[src/verilog/rfrxm_pkg.sv]
package rfrxm_pkg;
    // register map
    localparam logic [7:0] RFRXM_ADDR_MODE   = 8'h13;
    localparam logic [7:0] RFRXM_ADDR_STATUS = 8'h3f;
    localparam logic [7:0] RFRXM_MODE_RESET  = 8'h00;
    // field positions
    localparam int RFRXM_CRC_BIT   = 7;
    localparam int RFRXM_RATE_HI   = 6;
    localparam int RFRXM_RATE_LO   = 4;
    localparam int RFRXM_SHORT_BIT = 3;
    localparam int RFRXM_MULTI_BIT = 2;
    localparam int RFRXM_FRM_HI    = 1;
    localparam int RFRXM_FRM_LO    = 0;
    // rate and framing codes
    localparam logic [2:0] RFRXM_RATE_106 = 3'h0;
    localparam logic [2:0] RFRXM_RATE_212 = 3'h1;
    localparam logic [2:0] RFRXM_RATE_424 = 3'h2;
    localparam logic [2:0] RFRXM_RATE_848 = 3'h3;
    localparam logic [1:0] RFRXM_FRM_A    = 2'h0;
    localparam logic [1:0] RFRXM_FRM_B    = 2'h3;
    // shortest valid stream in bits
    localparam logic [3:0] RFRXM_MIN_BITS = 4'h4;
    // command code of the receive command
    localparam logic [3:0] RFRXM_CMD_RECEIVE = 4'h8;

    typedef struct packed {
        logic       crc_en;
        logic [2:0] rate;
        logic       short_ign;
        logic       multi;
        logic [1:0] framing;
    } rfrxm_mode_t;

    typedef enum logic [1:0] {
        RFRXM_IDLE = 2'b00,
        RFRXM_RECV = 2'b01,
        RFRXM_ERRB = 2'b11
    } rfrxm_state_t;
endpackage

[src/verilog/rfrxm_frame_ctl.sv]
`timescale 1ns/1ps
`default_nettype none
module rfrxm_frame_ctl
    import rfrxm_pkg::*;
(
    // clock and reset
    input  wire logic        i_ref_clk,
    input  wire logic        i_rstn,
    // configuration
    input  wire rfrxm_mode_t i_mode,
    // receive events
    input  wire logic        i_rx_start,
    input  wire logic        i_stream_end,
    input  wire logic [3:0]  i_stream_bits,
    input  wire logic        i_stop_multi,
    input  wire logic [7:0]  i_err_flags,
    // results
    output logic             o_rx_active,
    output logic             o_rx_done,
    output logic             o_err_push,
    output logic [7:0]       o_err_byte
);
    rfrxm_state_t state_ff;
    rfrxm_state_t nxt_state;
    logic         short_stream;

    assign short_stream = i_stream_bits < RFRXM_MIN_BITS;

    // receiver sequencing
    always_comb begin
        nxt_state = state_ff;
        case (state_ff)
            RFRXM_IDLE: begin
                if (i_rx_start) begin
                    nxt_state = RFRXM_RECV;
                end
            end
            RFRXM_RECV: begin
                if (i_stop_multi && i_mode.multi) begin
                    nxt_state = RFRXM_IDLE;
                end else if (i_stream_end) begin
                    if (short_stream && i_mode.short_ign) begin
                        nxt_state = RFRXM_RECV;
                    end else if (i_mode.multi) begin
                        nxt_state = RFRXM_ERRB;
                    end else begin
                        nxt_state = RFRXM_IDLE;
                    end
                end
            end
            RFRXM_ERRB: begin
                nxt_state = i_stop_multi ? RFRXM_IDLE : RFRXM_RECV;
            end
            default: begin
                nxt_state = RFRXM_IDLE;
            end
        endcase
    end

    always_ff @(posedge i_ref_clk or negedge i_rstn) begin
        if (!i_rstn) begin
            state_ff <= RFRXM_IDLE;
        end else begin
            state_ff <= nxt_state;
        end
    end

    // registered outputs
    always_ff @(posedge i_ref_clk or negedge i_rstn) begin
        if (!i_rstn) begin
            o_rx_active <= 1'b0;
            o_rx_done   <= 1'b0;
            o_err_push  <= 1'b0;
            o_err_byte  <= 8'h00;
        end else begin
            o_rx_active <= nxt_state != RFRXM_IDLE;
            o_rx_done   <= (state_ff != RFRXM_IDLE) && (nxt_state == RFRXM_IDLE);
            o_err_push  <= nxt_state == RFRXM_ERRB;
            if (nxt_state == RFRXM_ERRB) begin
                o_err_byte <= i_err_flags; // copy of error flags
            end
        end
    end
endmodule
`default_nettype wire

[src/verilog/rfrxm_top.sv]
// The strobed register port was decided locally.
`timescale 1ns/1ps
`default_nettype none
module rfrxm_top
    import rfrxm_pkg::*;
(
    // clock and reset
    input  wire logic       i_ref_clk,
    input  wire logic       i_rstn,
    // register port
    input  wire logic [7:0] i_addr,
    input  wire logic [7:0] i_wdata,
    input  wire logic       i_wr,
    input  wire logic       i_rd,
    output logic [7:0]      o_rdata,
    // command register writes
    input  wire logic       i_cmd_wr,
    input  wire logic [3:0] i_cmd_code,
    // receiver events
    input  wire logic       i_rx_start,
    input  wire logic       i_stream_end,
    input  wire logic [3:0] i_stream_bits,
    input  wire logic       i_crc_ok,
    input  wire logic [7:0] i_err_flags,
    // to receiver and fifo
    output logic            o_rx_active,
    output logic            o_rx_done,
    output logic            o_crc_check,
    output logic            o_crc_fail,
    output logic [2:0]      o_rate,
    output logic            o_frame_b,
    output logic            o_err_push,
    output logic [7:0]      o_err_byte
);
    logic        rst_s1_ff;
    logic        rst_s2_ff;
    logic        rstn;
    rfrxm_mode_t mode_ff;
    logic        stop_multi;
    logic        fr_active;
    logic        fr_done;
    logic        fr_push;
    logic [7:0]  fr_byte;
    logic        crc_fail_ff;

    // one decode for every use of the mode register address
    function automatic logic is_mode_addr(input logic [7:0] addr);
        return addr == RFRXM_ADDR_MODE;
    endfunction

    // reset release through two flops
    always_ff @(posedge i_ref_clk or negedge i_rstn) begin
        if (!i_rstn) begin
            rst_s1_ff <= 1'b0;
            rst_s2_ff <= 1'b0;
        end else begin
            rst_s1_ff <= 1'b1;
            rst_s2_ff <= rst_s1_ff;
        end
    end
    assign rstn = rst_s2_ff;

    // mode register write
    always_ff @(posedge i_ref_clk or negedge rstn) begin
        if (!rstn) begin
            mode_ff <= RFRXM_MODE_RESET;
        end else if (i_wr && is_mode_addr(i_addr)) begin
            mode_ff <= i_wdata;
        end
    end

    // ends multi-frame: non-receive command, or bit cleared by software
    assign stop_multi = (i_cmd_wr && i_cmd_code != RFRXM_CMD_RECEIVE)
                      || (i_wr && is_mode_addr(i_addr)
                          && !i_wdata[RFRXM_MULTI_BIT]);

    rfrxm_frame_ctl u_frame_ctl (
        .i_ref_clk     (i_ref_clk),
        .i_rstn        (rstn),
        .i_mode        (mode_ff),
        .i_rx_start    (i_rx_start),
        .i_stream_end  (i_stream_end),
        .i_stream_bits (i_stream_bits),
        .i_stop_multi  (stop_multi),
        .i_err_flags   (i_err_flags),
        .o_rx_active   (fr_active),
        .o_rx_done     (fr_done),
        .o_err_push    (fr_push),
        .o_err_byte    (fr_byte)
    );

    // crc check result, sticky until next start
    always_ff @(posedge i_ref_clk or negedge rstn) begin
        if (!rstn) begin
            crc_fail_ff <= 1'b0;
        end else if (mode_ff.crc_en && i_stream_end && !i_crc_ok) begin
            crc_fail_ff <= 1'b1; // set wins over start
        end else if (i_rx_start) begin
            crc_fail_ff <= 1'b0;
        end
    end

    // registered outputs, one flop from source
    always_ff @(posedge i_ref_clk or negedge rstn) begin
        if (!rstn) begin
            o_rx_active <= 1'b0;
            o_rx_done   <= 1'b0;
            o_crc_check <= 1'b0;
            o_crc_fail  <= 1'b0;
            o_rate      <= RFRXM_RATE_106;
            o_frame_b   <= 1'b0;
            o_err_push  <= 1'b0;
            o_err_byte  <= 8'h00;
        end else begin
            o_rx_active <= fr_active;
            o_rx_done   <= fr_done;
            o_crc_check <= mode_ff.crc_en && fr_active;
            o_crc_fail  <= crc_fail_ff;
            o_rate      <= mode_ff.rate; // reserved codes passed as is
            o_frame_b   <= mode_ff.framing == RFRXM_FRM_B;
            o_err_push  <= fr_push;
            o_err_byte  <= fr_byte;
        end
    end

    // read port, data one cycle after strobe
    always_ff @(posedge i_ref_clk or negedge rstn) begin
        if (!rstn) begin
            o_rdata <= 8'h00;
        end else if (i_rd) begin
            if (is_mode_addr(i_addr)) begin
                o_rdata <= mode_ff;
            end else if (i_addr == RFRXM_ADDR_STATUS) begin
                o_rdata <= {5'h00, crc_fail_ff, fr_push, fr_active};
            end else begin
                o_rdata <= 8'h00;
            end
        end
    end
endmodule
`default_nettype wire
[config.mk]
export PLATFORM = sky130hd
export DESIGN_NAME = rfrxm_top
export DESIGN_NICKNAME = d
export VERILOG_FILES = /design/src/verilog/rfrxm_pkg.sv /design/src/verilog/rfrxm_frame_ctl.sv /design/src/verilog/rfrxm_top.sv
export SDC_FILE = /design/constraint.sdc
export NUM_CORES = 1
export LEC_CHECK = 0
export ABC_AREA = 1
export ABC_CLOCK_PERIOD_IN_PS = 1900
export BUFFER_PORTS_ARGS = -buffer_cell sky130_fd_sc_hd__buf_2
export CORE_ASPECT_RATIO = 1.2
export CORE_MARGIN = 5
export CORE_UTILIZATION = 48
export CTS_BUF_LIST = sky130_fd_sc_hd__clkbuf_16
export DETAILED_ROUTE_END_ITERATION = 6
export GPL_ROUTABILITY_DRIVEN = 0
export PLACE_DENSITY = 0.84
export SETUP_SLACK_MARGIN = 0.05
export SYNTH_ARGS = -nofsm -noshare
export SYNTH_HDL_FRONTEND = slang
export SYNTH_SLANG_ARGS = --single-unit
export TNS_END_PERCENT = 5
[constraint.sdc]
create_clock -name i_ref_clk -period 1.9 [get_ports i_ref_clk]
set_input_delay 0.19 -clock i_ref_clk [delete_from_list [all_inputs] [get_ports i_ref_clk]]
set_output_delay 0.19 -clock i_ref_clk [all_outputs]
set_load 0.005 [all_outputs]
==> results.sh, run 1 <==
export IMPL_status="complete, no violations"
export IMPL_hold_class="input port to flop"
export IMPL_wirelength_um=3580
export IMPL_fillers=313
export IMPL_globalRouteOverflowTotal=0
export IMPL_h_tree_depth=2
export IMPL_via_per_inst=4.69
export IMPL_antenna_cells=0
export IMPL_start_util=0.499
export IMPL_critPathCaptureType="flop"
export IMPL_grtUsageTotal=0.156
export IMPL_clock_skew_ns=0.00773
export IMPL_powerDensity_nw_per_um2=1160
export IMPL_syn_nets=203
export IMPL_final_antenna_net_count=0
export IMPL_cts_root_buf="clkbuf_16"
export IMPL_dp_cells=277
export IMPL_dp_slack_ns=0.448
export IMPL_power_frac_comb=0.147
export IMPL_area_growth_pct=31.3
export IMPL_drt_iter0_markers=44
export IMPL_vias=1342
export IMPL_cp_required_ns=2.07
export IMPL_max_stage_delay_ns=0.47
export IMPL_slew_viol_final=0
export IMPL_finalSetupViolCount=0
export IMPL_reg2reg_from="u_frame_ctl.state_ff[1]$_DFF_PN0_"
export IMPL_cts_num_sinks=49
export IMPL_startpoint_type="flop"
export IMPL_place_area_um2=2220
export IMPL_multi_input_area_um2=543
export IMPL_yosysWarnings=0
export IMPL_min_period_ns=1.42
export IMPL_path_buf_inv=1
export IMPL_crit_arrival_ns=1.59
export IMPL_cts_hold_buffers=1
export IMPL_core_um2=3660
export IMPL_switching_share=0.248
export IMPL_fmax_ghz=0.704
export IMPL_nets=273
export IMPL_post_route_drc_count=0
export IMPL_startpoint="u_frame_ctl.state_ff[1]$_DFF_PN0_"
export IMPL_synth_cells=163
export IMPL_cp_top_family="simple AND/OR/NAND/NOR gates"
export IMPL_final_cell_area_um2=2400
export IMPL_layout_drive_gt1_share=0.402
export IMPL_wire_per_inst_um=12.5
export IMPL_hold_viol=0
export IMPL_stdcell_count=286
export IMPL_critPathKind="flop to flop"
export IMPL_clockPowerShare=0.354
export IMPL_synth_cell_types=22
export IMPL_hold_start="i_crc_ok"
export IMPL_finalWorstSetupSlack_ns=0.480
export IMPL_p_leak_nw=1.38
export IMPL_die_w_um=66.4
export IMPL_grt_max_degree=26
export IMPL_antenna_found_initial=0
export IMPL_cts_tree="built"
export IMPL_io_pins=65
export IMPL_grt_pass1_wl_um=6150
export IMPL_internal_power_mw=2.10
export IMPL_rsz0062_at_grt="false"
export IMPL_vdd_drop_max_mv=0.828
export IMPL_portBuffers=62
export IMPL_dp_hpwl_um=2670
export IMPL_firstDrtPassIters=4
export IMPL_crit_fanout=10
export IMPL_grt_pass1_vias=1362
export IMPL_path_clk_slew_ns=0.06
export IMPL_p_switching_uw=690
export IMPL_synth_seq_cells=49
export IMPL_synth_seq_area_share=0.670
export IMPL_crit_chain="inv_1 -> nand2_1 -> nor3b_4 -> nand2_4 -> nand2_1 -> nand2_1"
export IMPL_dieArea_um2=5150
export IMPL_cts_max_path_buffers=2
export IMPL_seqCellArea_um2=1230
export IMPL_syn_area_per_cell_um2=11.2
export IMPL_fp_row_count=24
export IMPL_numCtsBuffers=5
export IMPL_cts_setup_buffers=0
export IMPL_tns_ns=0
export IMPL_ctsResizeCount=0
export IMPL_slowest_stage="nor3b_4"
export IMPL_crit_top_cell="nand2_1"
export IMPL_clkLatencyLatePin_ns=0.28
export IMPL_maxCapViolations=0
export IMPL_synth_cell_area_um2=1830
export IMPL_seqPwrFrac=0.499
export IMPL_fin_crit_sh=0.747
export IMPL_die_h_um=77.6
[layout make-up]
class | count | share of cell area
timing repair buffer | 64 | 0.142
tap | 52 | 0.0271
inverter | 15 | 0.0234
clock buffer | 5 | 0.0521
clock inverter | 3 | 0.0182
sequential | 49 | 0.511
multi-input combinational | 98 | 0.226
[path summary, 6_finish.rpt]
check	slack, ns	depth (start not counted)	endpoint
max reg2reg	0.48	6	u_frame_ctl.o_err_byte[4]$_DFFE_PN0N_
max	0.48	6	u_frame_ctl.o_err_byte[4]$_DFFE_PN0N_
min reg2reg	0.23	0	crc_fail_ff$_DFFE_PN0P_
min	0.1	2	crc_fail_ff$_DFFE_PN0P_
max in group asynchronous	1.18	1	u_frame_ctl.state_ff[0]$_DFF_PN0_
min in group asynchronous	0.22	2	rst_s2_ff$_DFF_PN0_
[cell families after synthesis]
logic type             Yosys count  synth area share
buffers and inverters           16            0.0328
AND/OR/NAND/NOR                 82             0.224
multiplexers                     6            0.0369
other                            1           0.00205
flip-flops                      49             0.670
AO/OA/AOI/OAI                    9            0.0342
[stage by stage]
stage | total power, mW | utilization | hold WS, ns
2_1_floorplan | 1.60 | - | -0.106
3_3_place_gp | 1.80 | 0.607 | -0.0236
6_report | 2.79 | 0.655 | 0.0984
3_5_place_dp | 1.83 | 0.607 | -0.0212
4_1_cts | 2.82 | 0.655 | 0.0967
5_1_grt | 2.95 | 0.655 | 0.0939
[worst register-to-register path: stages, from the launching register on]
cell and delay [ns]:
dfrtp_1 0.38, inv_1 0.06, nand2_1 0.09, nor3b_4 0.47
nand2_4 0.17, nand2_1 0.09, nand2_1 0.06
[flip-flops by register name, indices dropped and copies added (netlist names), 2 cells and up]
name                    cells
mode_ff                     8
o_err_byte                  8
o_rate                      3
o_rdata                     8
u_frame_ctl.o_err_byte      8
u_frame_ctl.state_ff        2
[routing by layer]
layer,global-route usage,routed length [um],share of wire
met1,0.189,1440,0.40
met3,0.0578,356,0.10
met4,0.0488,58,0.016
met2,0.256,1720,0.48
met5,0,0,0
[cell usage in the layout (no fill, tap or decap), drive strengths merged, types with 2 or more instances in the layout]
cell type  synthesis  layout
o21ai              2       2
inv               14      15
mux2               6       6
a22o               2       2
nand3             16      16
dfrtp             49      49
nor2              10      10
buf                0      63
clkinv             1       2
nand2             55      55
clkbuf             1       5
[power groups by stage]
stage          Clock (mW)  Sequential (mW)  Combinational, mW
4_1_cts              1.00             1.39              0.421
3_3_place_gp            0             1.40              0.401
5_1_grt              1.07             1.42              0.467
3_5_place_dp            0             1.41              0.417
6_report            0.987             1.39              0.410
2_1_floorplan           0             1.42              0.183
[synthesized netlist by cell type (all sizes together)]
cell / count / area, um2
o22ai: 1 / 6.26
a22o: 2 / 20.0
nor2: 10 / 61.3
clkbuf: 1 / 3.75
mux2: 6 / 67.6
nor3b: 1 / 18.8
a31oi: 1 / 6.26
o21ai: 2 / 10.0
nand2: 55 / 236
nand3: 16 / 92.6
dfrtp: 49 / 1230
o31ai: 1 / 7.51
conb: 1 / 3.75
clkinv: 1 / 3.75
inv: 14 / 52.6
a21oi: 1 / 5.00
a21boi: 1 / 7.51
(Power assumes the default switching activity.)
==> run 2, diff against run 1 <==
Settings changed: ABC_CLOCK_PERIOD_IN_PS 1900 to 1450.
Clock period 1.9 ns to 1.45 ns, I/O delays scaled along.
==> results.sh, run 2 (synthesized netlist as in run 1, its figures left out) <==
export IMPL_dieArea_um2=5150
export IMPL_antenna_found_initial=0
export IMPL_cts_max_path_buffers=2
export IMPL_fillers=307
export IMPL_slew_viol_final=0
export IMPL_fp_row_count=24
export IMPL_grtUsageTotal=0.153
export IMPL_io_pins=65
export IMPL_min_period_ns=1.25
export IMPL_final_common_cell="buf_2"
export IMPL_h_tree_depth=2
export IMPL_final_cell_area_um2=2390
export IMPL_die_h_um=77.6
export IMPL_path_clk_slew_ns=0.06
export IMPL_layout_drive_gt1_share=0.407
export IMPL_grt_pass1_wl_um=6050
export IMPL_wirelength_um=3570
export IMPL_dp_cells=279
export IMPL_dp_hpwl_um=2720
export IMPL_fmax_ghz=0.801
export IMPL_ctsResizeCount=0
export IMPL_critPathKind="flop to flop"
export IMPL_hold_viol=0
export IMPL_startpoint_type="flop"
export IMPL_vdd_drop_max_mv=1.13
export IMPL_final_antenna_net_count=0
export IMPL_final_cell_mix="buf_2 (62), dfrtp_1 (48), nand2_1 (47), nand3_1 (15), inv_1 (14)"
export IMPL_p_leak_nw=1.38
export IMPL_hold_class="input port to flop"
export IMPL_cts_num_sinks=49
export IMPL_core_um2=3660
export IMPL_nets=275
export IMPL_portBuffers=62
export IMPL_maxCapViolations=0
export IMPL_place_area_um2=2240
export IMPL_globalRouteOverflowTotal=0
export IMPL_power_total_mw=3.47
export IMPL_whs_ns=0.0579
export IMPL_start_util=0.499
export IMPL_firstDrtPassIters=4
export IMPL_clock_skew_ns=0.00520
export IMPL_clkLatencyLatePin_ns=0.29
export IMPL_crit_fanout=7
export IMPL_powerDensity_nw_per_um2=1450
export IMPL_antenna_cells=0
export IMPL_numCtsBuffers=5
export IMPL_wire_per_inst_um=12.4
export IMPL_vias=1323
export IMPL_die_w_um=66.4
export IMPL_drt_iter0_markers=51
export IMPL_tns_ns=0
export IMPL_cts_root_buf="clkbuf_16"
export IMPL_post_route_drc_count=0
export IMPL_grt_max_degree=48
export IMPL_fin_crit_sh=0.861
export IMPL_rsz0062_at_grt="false"
export IMPL_critPathCaptureType="flop"
export IMPL_stdcell_count=288
export IMPL_cts_tree="built"
export IMPL_via_per_inst=4.59
export IMPL_cp_required_ns=1.67
export IMPL_grt_pass1_vias=1419
export IMPL_area_growth_pct=30.8
export IMPL_status="complete, no violations"
export IMPL_crit_arrival_ns=1.47
export IMPL_finalSetupViolCount=0
[run 2: stage by stage]
step	utilization	setup slack, ns
CTS	0.653	0.155
detailed placement	0.611	0.162
floorplan	-	0.241
global route	0.653	0.0614
finish	0.653	0.201
global placement	0.611	0.190
[run 2: layout make-up]
cell class,instances,area [um2],area share
clock buffer,5,125,0.0523
clock inverter,3,21.3,0.00889
inverter,15,56.3,0.0235
multi-input combinational,98,543,0.227
sequential,49,1230,0.513
tap,52,65.1,0.0272
timing repair buffer,66,355,0.148
[run 2: final timing paths]
kind | from | to | slack [ns] | depth (start not counted)
worst min register to register | rst_s2_ff$_DFF_PN0_ | o_rdata[1]$_DFFE_PN0P_ | 0.24 | 1
max in group asynchronous | rst_s2_ff$_DFF_PN0_ | mode_ff[5]$_DFFE_PN0N_ | 1.00 | 1
worst max-delay path | u_frame_ctl.state_ff[1]$_DFF_PN0_ | u_frame_ctl.o_err_byte[0]$_DFFE_PN0N_ | 0.20 | 6
worst min-delay path | i_crc_ok | crc_fail_ff$_DFFE_PN0P_ | 0.06 | 2
min in group asynchronous | i_rstn | rst_s2_ff$_DFF_PN0_ | 0.17 | 2
worst max register to register | u_frame_ctl.state_ff[1]$_DFF_PN0_ | u_frame_ctl.o_err_byte[0]$_DFFE_PN0N_ | 0.20 | 6
[run 2: metal layers]
metal	routed length, um	GRT usage
met5	0	0
met4	34	0.0549
met3	308	0.0549
met2	1820	0.264
met1	1400	0.170
[run 2: timing repair]
action	CTS	global route
hold buffers	1	0
endpoints found under the hold margin	2	0
setup buffers	0	0
[run 2: worst max-delay path, cell delays in order (launching register included)]
cell     delay [ns]
dfrtp_1        0.40
inv_1          0.06
nand2_1        0.08
nor3b_4        0.29
buf_4          0.20
nand3_1        0.08
nand2_1        0.07
[run 2: power by group]
| group | total [mW] | internal (mW) | leakage [nW] | switching [mW] |
|---|---|---|---|---|
| sequential | 1.81 | 1.69 | 0.628 | 0.127 |
| combinational | 0.550 | 0.255 | 0.683 | 0.295 |
| clock | 1.11 | 0.640 | 0.0702 | 0.467 |
==> run 3, diff against run 2 <==
Settings changed: REMOVE_ABC_BUFFERS set to 1.
==> results.sh, run 3 (synthesized netlist as in run 1, its figures left out) <==
export IMPL_crit_top_cell="nand2_1"
export IMPL_fp_row_count=24
export IMPL_vdd_drop_max_mv=1.20
export IMPL_cp_top_family="simple AND/OR/NAND/NOR gates"
export IMPL_wire_per_inst_um=12.6
export IMPL_powerDensity_nw_per_um2=1520
export IMPL_path_clk_slew_ns=0.06
export IMPL_post_route_drc_count=0
export IMPL_final_antenna_net_count=0
export IMPL_startpoint_type="flop"
export IMPL_die_w_um=66.4
export IMPL_maxCapViolations=0
export IMPL_rsz0062_at_grt="false"
export IMPL_critPathCaptureType="flop"
export IMPL_finalWorstSetupSlack_ns=0.183
export IMPL_h_tree_depth=2
export IMPL_cts_num_sinks=49
export IMPL_status="complete, no violations"
export IMPL_firstDrtPassIters=4
export IMPL_final_cell_area_um2=2410
export IMPL_dp_hpwl_um=2730
export IMPL_cts_max_path_buffers=2
export IMPL_tns_ns=0
export IMPL_fmax_ghz=0.789
export IMPL_grt_max_degree=48
export IMPL_dieArea_um2=5150
export IMPL_grt_use_met3=0.0650
export IMPL_core_um2=3660
export IMPL_cts_setup_buffers=0
export IMPL_slowest_stage="dfrtp_1"
export IMPL_io_pins=65
export IMPL_grt_busiest_layer="met2"
export IMPL_crit_chain="inv_1 -> nand2_1 -> nor3b_4 -> buf_4 -> nand3_1 -> nand2_1"
export IMPL_hold_viol=0
export IMPL_globalRouteOverflowTotal=0
export IMPL_clock_skew_ns=0.00964
export IMPL_area_growth_pct=31.7
export IMPL_antenna_cells=0
export IMPL_max_stage_delay_ns=0.39
export IMPL_via_per_inst=4.64
export IMPL_cts_root_buf="clkbuf_16"
export IMPL_crit_fanout=7
export IMPL_cts_hold_buffers=1
export IMPL_finalSetupViolCount=0
export IMPL_nets=274
export IMPL_ctsResizeCount=0
export IMPL_start_util=0.499
export IMPL_min_period_ns=1.27
export IMPL_place_area_um2=2230
export IMPL_cp_required_ns=1.67
export IMPL_critPathKind="flop to flop"
export IMPL_final_cell_mix="buf_2 (62), dfrtp_1 (48), nand2_1 (47), nand3_1 (15), inv_1 (14)"
export IMPL_clkLatencyLatePin_ns=0.29
export IMPL_drt_iter0_markers=60
export IMPL_path_buf_inv=2
export IMPL_met2_usage=0.278
export IMPL_vias=1331
export IMPL_final_common_cell="buf_2"
export IMPL_dp_slack_ns=0.0950
export IMPL_die_h_um=77.6
export IMPL_grt_pass1_wl_um=6170
export IMPL_grtUsageTotal=0.158
export IMPL_hold_class="input port to flop"
export IMPL_slew_viol_final=0
export IMPL_cts_tree="built"
export IMPL_grt_pass1_vias=1370
export IMPL_wirelength_um=3630
export IMPL_global_route_usage_met1=0.167
export IMPL_antenna_found_initial=0
export IMPL_crit_arrival_ns=1.49
export IMPL_p_leak_nw=1.39
export IMPL_numCtsBuffers=5
export IMPL_portBuffers=62
export IMPL_layout_drive_gt1_share=0.404
export IMPL_fin_crit_sh=0.874
run 3: path summary, 6_finish.rpt:
| kind | slack (ns) | startpoint | to | cells past startpoint |
|---|---|---|---|---|
| worst max-delay path | 0.18 | u_frame_ctl.state_ff[1]$_DFF_PN0_ | u_frame_ctl.o_err_byte[5]$_DFFE_PN0N_ | 6 |
| worst min-delay path | 0.05 | i_crc_ok | crc_fail_ff$_DFFE_PN0P_ | 2 |
| worst max register to register | 0.18 | u_frame_ctl.state_ff[1]$_DFF_PN0_ | u_frame_ctl.o_err_byte[5]$_DFFE_PN0N_ | 6 |
| worst min register to register | 0.25 | rst_s2_ff$_DFF_PN0_ | crc_fail_ff$_DFFE_PN0P_ | 1 |
| max in group asynchronous | 1.00 | rst_s2_ff$_DFF_PN0_ | u_frame_ctl.o_err_byte[0]$_DFFE_PN0N_ | 1 |
| min in group asynchronous | 0.17 | i_rstn | rst_s2_ff$_DFF_PN0_ | 2 |
run 3: through the flow:
stage / hold WS, ns / cells / power [mW] / utilization
3_3_place_gp: -0.0694 / 278 / 2.37 / 0.609
5_1_grt: 0.0713 / 287 / 3.88 / 0.657
4_1_cts: 0.0507 / 287 / 3.71 / 0.657
6_report: 0.0533 / 287 / 3.65 / 0.657
2_1_floorplan: -0.151 / 162 / 2.09 / -
3_5_place_dp: -0.0609 / 278 / 2.40 / 0.609
run 3: cell type report:
type                    count  area (um2)
clock buffers               5         125
well taps                  52        65.1
inverters                  15        56.3
repair buffers             65         348
multi-input cells          98         543
fillers                   318        1250
clock inverters             3        43.8
flip-flops and latches     49        1230
run 3: power by group:
part | internal, mW | switching [mW]
clock | 0.815 | 0.477
sequential | 1.69 | 0.126
combinational | 0.255 | 0.294
run 3: layer usage:
| layer | vias up | share of wire |
|---|---|---|
| met4 | 0 | 0.016 |
| met3 | 6 | 0.10 |
| met1 | 619 | 0.36 |
| met2 | 50 | 0.52 |
| met5 | - | 0 |
| li1 | 656 | - |
run 3: worst register-to-register path, delay by kind of cell (launching register included):
kind                   cells  cell delay, ns
DFF                        1            0.39
and+or+nand+nor            4            0.55
buffers and inverters      2            0.27
